$ cat config.mk
export PLATFORM = sky130hd
export DESIGN_NAME = gpcd_top
export DESIGN_NICKNAME = d
export VERILOG_FILES = /design/src/inc/gpcd_pkg.sv /design/src/gpcd_divider.sv /design/src/gpcd_top.sv
export SDC_FILE = /design/constraint.sdc
export NUM_CORES = 1
export LEC_CHECK = 0
export BUFFER_PORTS_ARGS = -buffer_cell sky130_fd_sc_hd__buf_2
export CAP_MARGIN = 25
export CORE_MARGIN = 2
export CORE_UTILIZATION = 35
export DETAILED_ROUTE_END_ITERATION = 16
export PLACE_DENSITY = 0.62
export SETUP_SLACK_MARGIN = 0.4
export SYNTH_ARGS = -nofsm -noshare
export SYNTH_HDL_FRONTEND = slang
export SYNTH_SLANG_ARGS = --single-unit
$ cat constraint.sdc
create_clock -name pclk -period 8.44 [get_ports pclk]
set_input_delay 0.844 -clock pclk [delete_from_list [all_inputs] [get_ports pclk]]
set_output_delay 0.844 -clock pclk [all_outputs]
set_load 0.02 [all_outputs]
$ cat src/inc/gpcd_pkg.sv
/*
 Constants for the pin configuration and clock output block:
 register offsets, field positions, reset values and pin roles.
 Assumes a 32-bit APB with byte addresses and word-aligned registers.
*/
package gpcd_pkg;
	// ==========================================================
	// Sizes
	localparam int PIN_COUNT = 4;
	localparam int ADDR_W = 8;
	localparam int DIV_W = 8;
	localparam int SRC_FREQ_MHZ = 24;

	// ==========================================================
	// Register offsets (byte addresses)
	localparam logic [7:0] OFS_PIN_BASE = 8'h00;
	localparam logic [7:0] OFS_MISC = 8'h10;
	localparam logic [7:0] OFS_STATUS = 8'h14;

	// ==========================================================
	// Per-pin configuration fields
	localparam int PC_DIR_OUT = 0;
	localparam int PC_OUT_VAL = 1;
	localparam int PC_OPEN_DRAIN = 2;
	localparam int PC_PULLUP = 3;
	localparam int PC_INVERT = 4;
	localparam int PC_DRIVE_HI = 5;
	localparam int PC_CLK_SEL = 6;
	localparam int PC_W = 7;
	localparam logic [6:0] PIN_CFG_RST = 7'h00;

	// ==========================================================
	// Miscellaneous fields
	localparam int MC_DIV_LSB = 0;
	localparam int MC_SUSP_FLOAT = 8;
	localparam int MC_SUSP_ALLOW = 9;
	localparam logic [7:0] DIV_RST = 8'hff;
	localparam logic SUSP_FLOAT_RST = 1'b0;
	localparam logic SUSP_ALLOW_RST = 1'b1;

	// ==========================================================
	// Status fields
	localparam int ST_PIN_LSB = 0;
	localparam int ST_SUSPENDED = 4;
	localparam int ST_CLK_LEVEL = 5;
	localparam int ST_RUNNING = 6;

	// Pins able to carry the divided clock: index 0 and index 2
	localparam logic [3:0] CLK_CAPABLE = 4'h5;
endpackage

$ cat src/gpcd_divider.sv
/*
 Programmable clock divider for the clock output pin.
 Assumes src_tick pulses once per cycle of the 24 MHz source,
 synchronous to pclk.
*/
`timescale 1ns/1ns
module gpcd_divider #(
	parameter int DIV_W = 8
) (
	input wire logic pclk,
	input wire logic presetn,
	input wire logic soft_rst,
	input wire logic src_tick,
	input wire logic [DIV_W-1:0] div,
	output logic clk_level
);
	logic [DIV_W-1:0] cnt;
	logic [DIV_W-1:0] next_cnt;
	logic [DIV_W:0] half;

	// ==========================================================
	// Period of div+1 source ticks
	always_comb begin
		half = ({1'b0, div} + {{DIV_W{1'b0}}, 1'b1}) >> 1;
		// New ratio taken at once; a shrunk divider restarts cleanly
		if (cnt >= div) begin
			next_cnt = '0;
		end else begin
			next_cnt = cnt + {{(DIV_W-1){1'b0}}, 1'b1};
		end
	end

	always_ff @(posedge pclk or negedge presetn) begin
		if (!presetn) begin
			cnt <= '0;
			clk_level <= 1'b1;
		end else if (soft_rst) begin
			cnt <= '0;
			clk_level <= 1'b1;
		end else if (div == '0) begin
			cnt <= '0;
			clk_level <= 1'b0;
		end else if (div == {DIV_W{1'b1}}) begin
			cnt <= '0;
			clk_level <= 1'b1;
		end else if (src_tick) begin
			cnt <= next_cnt;
			clk_level <= ({1'b0, next_cnt} < half);
		end
	end
endmodule // gpcd_divider

$ cat src/gpcd_top.sv
/*
 Pin configuration, clock output and suspend behaviour for a group
 of four general-purpose pins, with an APB register slave.
 Assumes pin inputs and src_tick are synchronous to pclk, and that
 the pad ring resolves the wire from pin_out and pin_oe.
*/
//
// Contract
// - Open-drain pins drive low only, default off
// - Per-pin weak pull-up, default off
// - Inversion flips read and driven values
// - Drive strength selectable, low after reset
// - Clock output on one pin only
// - Only pins B0, B4 carry clock; code allows pin indices 0 and 2 (CLK_CAPABLE)
// - Suspend pin state configurable, default keep
// - Suspend permission bit, default permitted
// - Divider zero holds clock low
// - Divider all ones holds high, reset value
// - Otherwise clock is source over div+1
// - Divider change adopted without reset
// - Power-on reset plus external low reset
`timescale 1ns/1ns
module gpcd_top #(
	parameter int PIN_COUNT = gpcd_pkg::PIN_COUNT,
	parameter int DIV_W = gpcd_pkg::DIV_W
) (
	input wire logic pclk,
	input wire logic presetn,
	input wire logic psel,
	input wire logic penable,
	input wire logic pwrite,
	input wire logic [7:0] paddr,
	input wire logic [31:0] pwdata,
	output logic [31:0] prdata,
	output logic pready,
	output logic pslverr,
	input wire logic ext_reset_n,
	input wire logic src_tick,
	input wire logic bus_suspend_req,
	output logic suspend_active,
	input wire logic [PIN_COUNT-1:0] pin_in,
	output logic [PIN_COUNT-1:0] pin_out,
	output logic [PIN_COUNT-1:0] pin_oe,
	output logic [PIN_COUNT-1:0] pin_pullup,
	output logic [PIN_COUNT-1:0] pin_drive_strong
);
	// ==========================================================
	// Address decode helpers
	function automatic logic is_pin_addr(input logic [7:0] a);
		is_pin_addr = (a[7:4] == gpcd_pkg::OFS_PIN_BASE[7:4])
			&& (a[1:0] == 2'h0);
	endfunction

	function automatic logic [1:0] pin_index(input logic [7:0] a);
		pin_index = a[3:2];
	endfunction

	// ==========================================================
	// External reset synchroniser
	logic ext_meta;
	logic ext_sync;
	logic soft_rst;

	// Second stage only feeds the logic; the first is read by the second alone
	always_ff @(posedge pclk or negedge presetn) begin
		if (!presetn) begin
			ext_meta <= 1'b0;
			ext_sync <= 1'b0;
		end else begin
			ext_meta <= ext_reset_n;
			ext_sync <= ext_meta;
		end
	end

	// Held in reset until the external pin is released
	assign soft_rst = !ext_sync;

	// ==========================================================
	// APB phase decode
	logic apb_setup;
	logic apb_access;
	logic wr_en;
	logic addr_pin;
	logic addr_misc;
	logic addr_status;
	logic addr_ok;
	logic [1:0] widx;
	logic clk_reject;

	assign apb_setup = psel && !penable;
	assign apb_access = psel && penable;
	assign addr_pin = is_pin_addr(paddr);
	assign addr_misc = (paddr == gpcd_pkg::OFS_MISC);
	assign addr_status = (paddr == gpcd_pkg::OFS_STATUS);
	assign addr_ok = addr_pin || addr_misc || addr_status;
	assign widx = pin_index(paddr);

	// ==========================================================
	// Configuration storage
	logic [gpcd_pkg::PC_W-1:0] pin_cfg [PIN_COUNT];
	logic [DIV_W-1:0] clk_div;
	logic susp_float;
	logic susp_allow;
	logic [PIN_COUNT-1:0] clk_sel;
	logic [PIN_COUNT-1:0] clk_others;

	always_comb begin
		for (int i = 0; i < PIN_COUNT; i++) begin
			clk_sel[i] = pin_cfg[i][gpcd_pkg::PC_CLK_SEL];
		end
		clk_others = clk_sel;
		clk_others[widx] = 1'b0;
	end

	// Clock claim refused on an incapable pin or a second owner
	always_comb begin
		clk_reject = 1'b0;
		if (addr_pin && pwdata[gpcd_pkg::PC_CLK_SEL]) begin
			if (!gpcd_pkg::CLK_CAPABLE[widx]) begin
				clk_reject = 1'b1;
			end else if (|clk_others) begin
				clk_reject = 1'b1;
			end
		end
	end

	// Refused and read-only writes leave every register untouched
	assign wr_en = apb_access && pwrite && addr_ok && !addr_status
		&& !clk_reject;

	genvar g;
	generate
		for (g = 0; g < PIN_COUNT; g++) begin : g_cfg
			always_ff @(posedge pclk or negedge presetn) begin
				if (!presetn) begin
					pin_cfg[g] <= gpcd_pkg::PIN_CFG_RST;
				end else if (soft_rst) begin
					pin_cfg[g] <= gpcd_pkg::PIN_CFG_RST;
				end else if (wr_en && addr_pin && widx == g) begin
					pin_cfg[g] <= pwdata[gpcd_pkg::PC_W-1:0];
				end
			end
		end
	endgenerate

	always_ff @(posedge pclk or negedge presetn) begin
		if (!presetn) begin
			clk_div <= gpcd_pkg::DIV_RST;
			susp_float <= gpcd_pkg::SUSP_FLOAT_RST;
			susp_allow <= gpcd_pkg::SUSP_ALLOW_RST;
		end else if (soft_rst) begin
			clk_div <= gpcd_pkg::DIV_RST;
			susp_float <= gpcd_pkg::SUSP_FLOAT_RST;
			susp_allow <= gpcd_pkg::SUSP_ALLOW_RST;
		end else if (wr_en && addr_misc) begin
			// Divider may change at any time while running
			clk_div <= pwdata[gpcd_pkg::MC_DIV_LSB +: DIV_W];
			susp_float <= pwdata[gpcd_pkg::MC_SUSP_FLOAT];
			susp_allow <= pwdata[gpcd_pkg::MC_SUSP_ALLOW];
		end
	end

	// ==========================================================
	// Clock output generation
	logic clk_level;

	gpcd_divider #(
		.DIV_W(DIV_W)
	) u_divider (
		.pclk(pclk),
		.presetn(presetn),
		.soft_rst(soft_rst),
		.src_tick(src_tick),
		.div(clk_div),
		.clk_level(clk_level)
	);

	// ==========================================================
	// Suspend control
	always_ff @(posedge pclk or negedge presetn) begin
		if (!presetn) begin
			suspend_active <= 1'b0;
		end else if (soft_rst) begin
			suspend_active <= 1'b0;
		end else begin
			// Request is ignored while suspend is forbidden
			suspend_active <= bus_suspend_req && susp_allow;
		end
	end

	// ==========================================================
	// Pin drive logic
	logic [PIN_COUNT-1:0] next_pin_out;
	logic [PIN_COUNT-1:0] next_pin_oe;
	logic [PIN_COUNT-1:0] pin_read;

	generate
		for (g = 0; g < PIN_COUNT; g++) begin : g_pin
			logic drive_en;
			logic level;

			// Clock owner is an output whatever its direction bit
			assign drive_en = pin_cfg[g][gpcd_pkg::PC_DIR_OUT]
				|| clk_sel[g];
			assign level = (clk_sel[g] ? clk_level
				: pin_cfg[g][gpcd_pkg::PC_OUT_VAL])
				^ pin_cfg[g][gpcd_pkg::PC_INVERT];

			always_comb begin
				if (pin_cfg[g][gpcd_pkg::PC_OPEN_DRAIN]) begin
					// Only pulls low; a high is left to the pull-up
					next_pin_out[g] = 1'b0;
					next_pin_oe[g] = drive_en && !level;
				end else begin
					next_pin_out[g] = level;
					next_pin_oe[g] = drive_en;
				end
			end

			assign pin_read[g] = pin_in[g]
				^ pin_cfg[g][gpcd_pkg::PC_INVERT];

			always_ff @(posedge pclk or negedge presetn) begin
				if (!presetn) begin
					pin_out[g] <= 1'b0;
					pin_oe[g] <= 1'b0;
				end else if (soft_rst) begin
					pin_out[g] <= 1'b0;
					pin_oe[g] <= 1'b0;
				end else if (!suspend_active) begin
					pin_out[g] <= next_pin_out[g];
					pin_oe[g] <= next_pin_oe[g];
				end else if (susp_float) begin
					pin_oe[g] <= 1'b0;
				end
				// Keep mode: state frozen from suspend entry
			end

			always_ff @(posedge pclk or negedge presetn) begin
				if (!presetn) begin
					pin_pullup[g] <= 1'b0;
					pin_drive_strong[g] <= 1'b0;
				end else begin
					pin_pullup[g] <=
						pin_cfg[g][gpcd_pkg::PC_PULLUP];
					pin_drive_strong[g] <=
						pin_cfg[g][gpcd_pkg::PC_DRIVE_HI];
				end
			end
		end
	endgenerate

	// ==========================================================
	// Read data
	logic [31:0] next_prdata;
	logic [31:0] status_word;

	always_comb begin
		status_word = '0;
		status_word[gpcd_pkg::ST_PIN_LSB +: PIN_COUNT] = pin_read;
		status_word[gpcd_pkg::ST_SUSPENDED] = suspend_active;
		status_word[gpcd_pkg::ST_CLK_LEVEL] = clk_level;
		status_word[gpcd_pkg::ST_RUNNING] = ext_sync;
	end

	always_comb begin
		next_prdata = '0;
		if (addr_pin) begin
			next_prdata[gpcd_pkg::PC_W-1:0] = pin_cfg[widx];
		end else if (addr_misc) begin
			next_prdata[gpcd_pkg::MC_DIV_LSB +: DIV_W] = clk_div;
			next_prdata[gpcd_pkg::MC_SUSP_FLOAT] = susp_float;
			next_prdata[gpcd_pkg::MC_SUSP_ALLOW] = susp_allow;
		end else if (addr_status) begin
			next_prdata = status_word;
		end
	end

	// Sampled in the setup cycle so prdata leaves a flip-flop
	always_ff @(posedge pclk or negedge presetn) begin
		if (!presetn) begin
			prdata <= '0;
		end else if (apb_setup && !pwrite) begin
			prdata <= next_prdata;
		end
	end

	// ==========================================================
	// Handshake: every access completes in its first access cycle
	assign pready = apb_access;

	// Errors: unmapped address, status write, refused clock claim
	always_comb begin
		pslverr = 1'b0;
		if (apb_access) begin
			if (!addr_ok) begin
				pslverr = 1'b1;
			end else if (pwrite && addr_status) begin
				pslverr = 1'b1;
			end else if (pwrite && clk_reject) begin
				pslverr = 1'b1;
			end
		end
	end
endmodule // gpcd_top
# ---- Word level (Yosys, flattened, before mapping)
# Index checks and enable logic that the tools add are counted.
dict set report op_classes {
  n_eq_ne 14
  n_bitwise 11
  n_reduce_logical 42
  magnitude_cmp 5
  add_sub_neg 2
  muxes 72
}
# operator n
set ops {}
lappend ops {{7-bit two-way mux} 12}
lappend ops {{8-bit two-way mux} 7}
lappend ops {{1-bit two-way mux} 47}
lappend ops {{25-bit two-way mux} 1}
lappend ops {{1-bit logical AND} 23}
lappend ops {{22-bit two-way mux} 1}
lappend ops {{8-bit by 5-bit == test with 1-bit output, second input constant} 2}
lappend ops {{7-bit binary-select mux with 2-bit select} 1}
lappend ops {{10-bit two-way mux} 1}
lappend ops {{2-bit by 1-bit inequality test with 1-bit output, second input constant} 5}
lappend ops {{8-bit by 1-bit adder with 9-bit output, second input constant} 1}
lappend ops {{8-bit by 1-bit adder with 8-bit output, second input constant} 1}
lappend ops {{8-bit == test, second input constant} 1}
lappend ops {{8-bit >= comparator} 1}
lappend ops {{1-bit logical NOT} 8}
lappend ops {{8-bit logical NOT} 1}
lappend ops {{8-bit < comparator} 1}
lappend ops {{1-bit bitwise XOR} 8}
lappend ops {{1-bit logical OR} 6}
lappend ops {{4-bit AND} 1}
lappend ops {{2-bit == test, second input constant} 2}
lappend ops {{2-bit logical NOT} 2}
lappend ops {{4-bit logical NOT} 1}
lappend ops {{4-bit by 2-bit inequality test with 1-bit output, second input constant} 1}
lappend ops {{11 further kinds} 11}
dict set report totals {
  regBits 98
  in_bits 52
  output_inout_bits 51
  word_cells 175
}

# ---- Depth between registers and ports, before layout
dict set report depth {
  depth_word 16
  mapped_depth 15
  mapped_depth_nobuf 13
}

# ---- By module
# A second synthesis with hierarchy kept.
dict set report unflattened {
  cells_unflattened 439
  hier_area_um2 4396.7
}
# mod cells_per_inst seq_area_each_um2 area_per_inst_um2 n_inst
set by_module_without_submodules {}
lappend by_module_without_submodules {gpcd_top 308 1687.9 3345.7 1}
lappend by_module_without_submodules {gpcd_divider 131 226.5 1051.0 1}

# ---- Worst setup path after synthesis
# No wires, ideal clock.
dict set report synth_path {
  path_kind {reg2reg}
  start {register clk_div[2]}
  end {register u_divider.clk_level}
  setup_ps 77
  path_buffers 2
  slack_ps 5232
  synth_period_minus_slack_ps 3208
  t_required_ps 8363
  t_arrival_ps 3131
  path_stages_with_launch 16
  cell_sequence {dfstp_2 -> clkbuf_1 -> inv_1 -> ha_1 -> or3_1 -> a21oi_1 -> or3_1 -> clkbuf_1 -> nand2_1 -> nor2_1 -> ha_1 -> a21o_1 -> a22oi_1 -> nand4_1 -> a41o_1 -> a31oi_1}
}
dict set report synth_via {
  elab_chain_cells 7
  word_cells_on_any_way 11
  cone_classes {add/sub (1); order compare (2); eq/ne (2); mux (5); reduce/logical (1)}
}
# item line
set synth_rtl {}
lappend synth_rtl {{start: declaration} gpcd_top.sv:101} ;# logic [DIV_W-1:0] clk_div;
lappend synth_rtl {{start signal: assignment} gpcd_top.sv:148} ;# clk_div <= gpcd_pkg::DIV_RST;
lappend synth_rtl {{start signal: assignment} gpcd_top.sv:152} ;# clk_div <= gpcd_pkg::DIV_RST;
lappend synth_rtl {{start signal: assignment} gpcd_top.sv:157} ;# clk_div <= pwdata[gpcd_pkg::MC_DIV_LSB +: DIV_W];
lappend synth_rtl {{8-bit >= comparator} gpcd_divider.sv:26} ;# if (cnt >= div) begin
lappend synth_rtl {{8-bit two-way mux} gpcd_divider.sv:26}
lappend synth_rtl {{8-bit < comparator} gpcd_divider.sv:48} ;# clk_level <= ({1'b0, next_cnt} < half);
lappend synth_rtl {{1-bit two-way mux} gpcd_divider.sv:46} ;# end else if (src_tick) begin
lappend synth_rtl {{1-bit two-way mux} gpcd_divider.sv:43} ;# end else if (div == {DIV_W{1'b1}}) begin
lappend synth_rtl {{1-bit two-way mux} gpcd_divider.sv:40} ;# end else if (div == '0) begin
lappend synth_rtl {{1-bit two-way mux} gpcd_divider.sv:37} ;# end else if (soft_rst) begin
lappend synth_rtl {{end signal: assignment} gpcd_divider.sv:48}
lappend synth_rtl {{end: declaration} gpcd_divider.sv:15} ;# output logic clk_level
# Several ways; a longest one is shown, not always the timed one. The select of a mux whose other input is x is not followed.
# A chain may end at the register's enable or synchronous reset.

# ---- Final worst setup path
dict set report layout_path {
  start {input port paddr[3]}
  end {output port pslverr}
}
dict set report layout_via {
  elab_chain_cells 15
  word_cells_on_any_way 23
  cone_classes {order compare (2); eq/ne (2); mux (11); bitwise (2); reduce/logical (6)}
}
# item line
set layout_rtl {}
lappend layout_rtl {{start: declaration} gpcd_top.sv:32} ;# input wire logic [7:0] paddr,
lappend layout_rtl {{2-bit by 3-bit < comparator with 1-bit output (not written as such) / 2-bit by 1-bit >= comparator with 1-bit output (equally long branches)} gpcd_top.sv:112} ;# clk_others[widx] = 1'b0;
lappend layout_rtl {{1-bit logical AND (not written as such)} gpcd_top.sv:112}
lappend layout_rtl {{1-bit two-way mux (not written as such)} gpcd_top.sv:112}
lappend layout_rtl {{1-bit demux with 2-bit select} gpcd_top.sv:112}
lappend layout_rtl {{4-bit NOT (no line)} n/a}
lappend layout_rtl {{4-bit AND (no line)} n/a}
lappend layout_rtl {{4-bit OR reduction} gpcd_top.sv:121} ;# end else if (|clk_others) begin
lappend layout_rtl {{1-bit two-way mux} gpcd_top.sv:121}
lappend layout_rtl {{1-bit two-way mux} gpcd_top.sv:119} ;# if (!gpcd_pkg::CLK_CAPABLE[widx]) begin
lappend layout_rtl {{1-bit two-way mux} gpcd_top.sv:118} ;# if (addr_pin && pwdata[gpcd_pkg::PC_CLK_SEL]) begin
lappend layout_rtl {{1-bit logical AND} gpcd_top.sv:300} ;# end else if (pwrite && clk_reject) begin
lappend layout_rtl {{1-bit two-way mux} gpcd_top.sv:300}
lappend layout_rtl {{1-bit two-way mux} gpcd_top.sv:298} ;# end else if (pwrite && addr_status) begin
lappend layout_rtl {{1-bit two-way mux *} gpcd_top.sv:296} ;# if (!addr_ok) begin
lappend layout_rtl {{1-bit two-way mux *} gpcd_top.sv:295} ;# if (apb_access) begin
lappend layout_rtl {{end: declaration} gpcd_top.sv:36} ;# output logic pslverr,
# Every way passes the cells marked *; elsewhere a longest branch is shown, timed or not. The select of a mux whose other input is x is not followed.

==> reports/summary.txt <==
Clk pin slew, worst setup/hold paths = 60 ps
Starting density of the core = 35.7%
DRC = 0
Post-synth EDFFs = 0
Hold Startpoint = ext_meta$_DFF_PN0_
R2R cell count = 13
# nets final = 554
Iteration-0 DRC Markers = 176
Reg2reg start = clk_div[3]$_DFFE_PN1P_
IO Pins = 103
CP Class = input port to primary output
Via Count = 3250
Slew Limit Fails = 0
Yosys warning total = 0
Buffers & Inverters on Critical Path = 2
Period utilization = 41.6%
Pleak = 2.63 nW
FF+latch area = 1910 um2
CTS Buffer Depth = 2
WP data arrival = 2670 ps
Clk pwr share = 45.6%
Req. time, crit path = 7600 ps
Site Rows = 41
Die ar. = 13800 um2
RSZ-0062 raised after global routing = false
Crit. End Element = primary output
Setup violators final = 0
Post-CTS setup buffer count = 0
Global Route Usage Sum = 15.6%
Gr ovfl total = 0
First-pass GRT wire length = 16400 um
Hold path cells = 0
Chip width = 117 um
Die H = 117 um
Maxcap violations = 0
Share of layout cells above drive strength 1 = 20.0%
Number of port buffers = 58
Most used cell, CP = buf_2
Vias in the first global route = 3294
Startpoint types = input port
Layout fillers = 1226
Most common cell after layout, fill and taps aside = dfrtp_1
Fin crit period = 3510 ps
Vias per cell = 4.92
Worst hold path type = flop to flop
Commonest non-fill, non-tap cells in the layout = dfrtp_1, buf_2, mux2i_1
H-tree lvl count = 3
Status = finished clean
Maximum vdd drop = 0.0916 mV
Cell area after synthesis = 4490 um2
Final setup skew = 4.93 ps
WL/cell = 15.2 um
Synth Instances = 433
Tot Pwr = 774 uW
Slew @ Worst Pin = 748 ps
Kind of cell adding the most delay to the critical path = compound AO/OA/AOI/OAI gates
Final setup TNS = 0 ps
Cts hold-fix bufs = 0
Yosys reg bits = 76
Post-synth cell types = 47
GPL Wtd Cong = 0.837
Worst slew margin = 50.1%
R2R setup slack = 5110 ps
Hold EP = ext_sync$_DFF_PN0_
P_int = 589 uW
Crit path largest cell delay = 570 ps
Post-DRT Antenna Nets = 0
Initial antenna violation count = 0
Area growth from synthesis to layout = 14.4%
Post-cts resize count = 0
N_diodes = 0
Top cell type's share of synthesized area = 36.8%
Core Region = 12600 um2
CTS tree = done
Pre-Repair DR Iteration Count = 4
Top cells by area, synth = dfrtp_1, mux2i_1, dfstp_2
Ys async rst share = 100%
Skew-Pair Late Insertion Delay = 340 ps
CTS Sinks = 76
Area occupied by multi-input gates = 2370 um2
Final hold violation count = 0
FMAX = 285 MHz
Yosys top cell by area = dfrtp_1
WL final = 10000 um
Flop pwr share = 47.5%
PD cells = 151 nW/um2
Register area share after synthesis = 42.6%
Main synth FF type = dfrtp_1
Slowest-stage cell, CP = o41ai_4
Root Driver = clkbuf_16
Net Sw Power = 185 uW
Total CTS buffers = 9
Syn avg cell area = 10.4 um2
Switch share = 23.9%
Final HPWL from detailed placement = 7420 um
Comb power frac = 7.0%
Worst flop-to-flop path endpoint = u_divider.clk_level$_DFFE_PN1P_
CP max FO = 16
Critical-path cell list = buf_2, mux2_4, o41ai_4, nor3b_1, o31a_1, buf_2
Largest net degree at the start of global routing = 77
[routing by layer]
layer | GRT usage (%) | share of wire [%]
met4 | 6.98 | 1.7
met3 | 3.14 | 3.4
met2 | 26.5 | 49
met5 | 0 | 0
met1 | 19.2 | 46
[cells by family after synthesis]
logic type / synth area share (%)
buffers and inverters: 6.30
AND/OR/NAND/NOR: 19.9
other: 0.0835
AO/OA/AOI/OAI: 10.0
XOR/XNOR: 3.51
flip-flops: 42.6
adder cells (fa/ha/maj): 5.02
multiplexers: 12.5
[sequential cells by signal (all words and copies together) (netlist names), 4 cells and up]
signal / cells
clk_div: 8
clk_sel: 4
pin_cfg: 24
pin_drive_strong: 4
pin_oe: 4
pin_out: 4
pin_pullup: 4
prdata: 10
u_divider.cnt: 8
[Yosys cell counts, types with 3 or more instances]
cell / number
nand2b_1: 8
dfstp_2: 10
clkbuf_1: 12
inv_1: 10
and3_1: 9
mux2i_1: 39
nand4_1: 3
ha_1: 18
a21o_1: 7
buf_4: 23
nor2_1: 20
a21oi_1: 12
a31oi_1: 7
nand2_1: 34
mux4_2: 7
nand3_1: 19
o211ai_1: 9
nor2b_1: 37
nand4_4: 3
dfrtp_1: 66
or3_1: 3
buf_2: 3
and2_1: 4
xnor2_1: 16
o21ai_0: 15
a22oi_1: 5
a221oi_1: 4
nor3_1: 6
[power by group through the flow]
| stage | logic (mW) | registers, mW | clock network, mW |
|---|---|---|---|
| after floorplan | 0.0384 | 0.374 | 0 |
| after detailed placement | 0.0529 | 0.374 | 0 |
| after global placement | 0.0524 | 0.373 | 0 |
| after global routing | 0.0601 | 0.367 | 0.376 |
| after CTS | 0.0530 | 0.367 | 0.363 |
| final | 0.0538 | 0.367 | 0.353 |
[worst reg2reg max path: stages (launching register included)]
cell	delay (ps)
dfstp_2	580
inv_1	110
ha_1	230
or4_1	510
a21oi_1	180
or3_1	240
nand2_1	160
nor2_1	150
ha_1	250
a21o_1	180
a22oi_1	180
nand4_1	110
a41o_1	220
a31oi_1	160
[worst max-delay path by stage]
stage                                      start  depth (start not counted)  slack, ps                              end
after detailed placement                paddr[3]                          6       4940                          pslverr
after CTS                               paddr[3]                          6       4940                          pslverr
after global placement                  paddr[3]                          6       4960                          pslverr
after floorplan           clk_div[2]$_DFFE_PN1P_                         15       5230  u_divider.clk_level$_DFFE_PN1P_
final                                   paddr[3]                          6       4930                          pslverr
after global routing                    paddr[3]                          6       4840                          pslverr
[area by class of cell]
cell class | count | share of cell area (%)
clock buffer | 12 | 4.80
clock inverter | 4 | 0.487
inverter | 10 | 0.730
multi-input combinational | 327 | 46.2
sequential | 76 | 37.3
tap | 172 | 4.19
timing repair buffer | 60 | 6.38
[per-stage QoR]
stage          area, um2  instances  util, %  setup WS, ps  hold WS (ps)
6_report            5140        661     40.9          4930           347
3_5_place_dp        4840        644     38.5          4940           336
3_3_place_gp        4840        644     38.5          4960           335
2_1_floorplan       4570        454        -          5230           331
4_1_cts             5110        660     40.7          4940           350
5_1_grt             5140        661     40.9          4840           358
(Power assumes the default switching activity.)
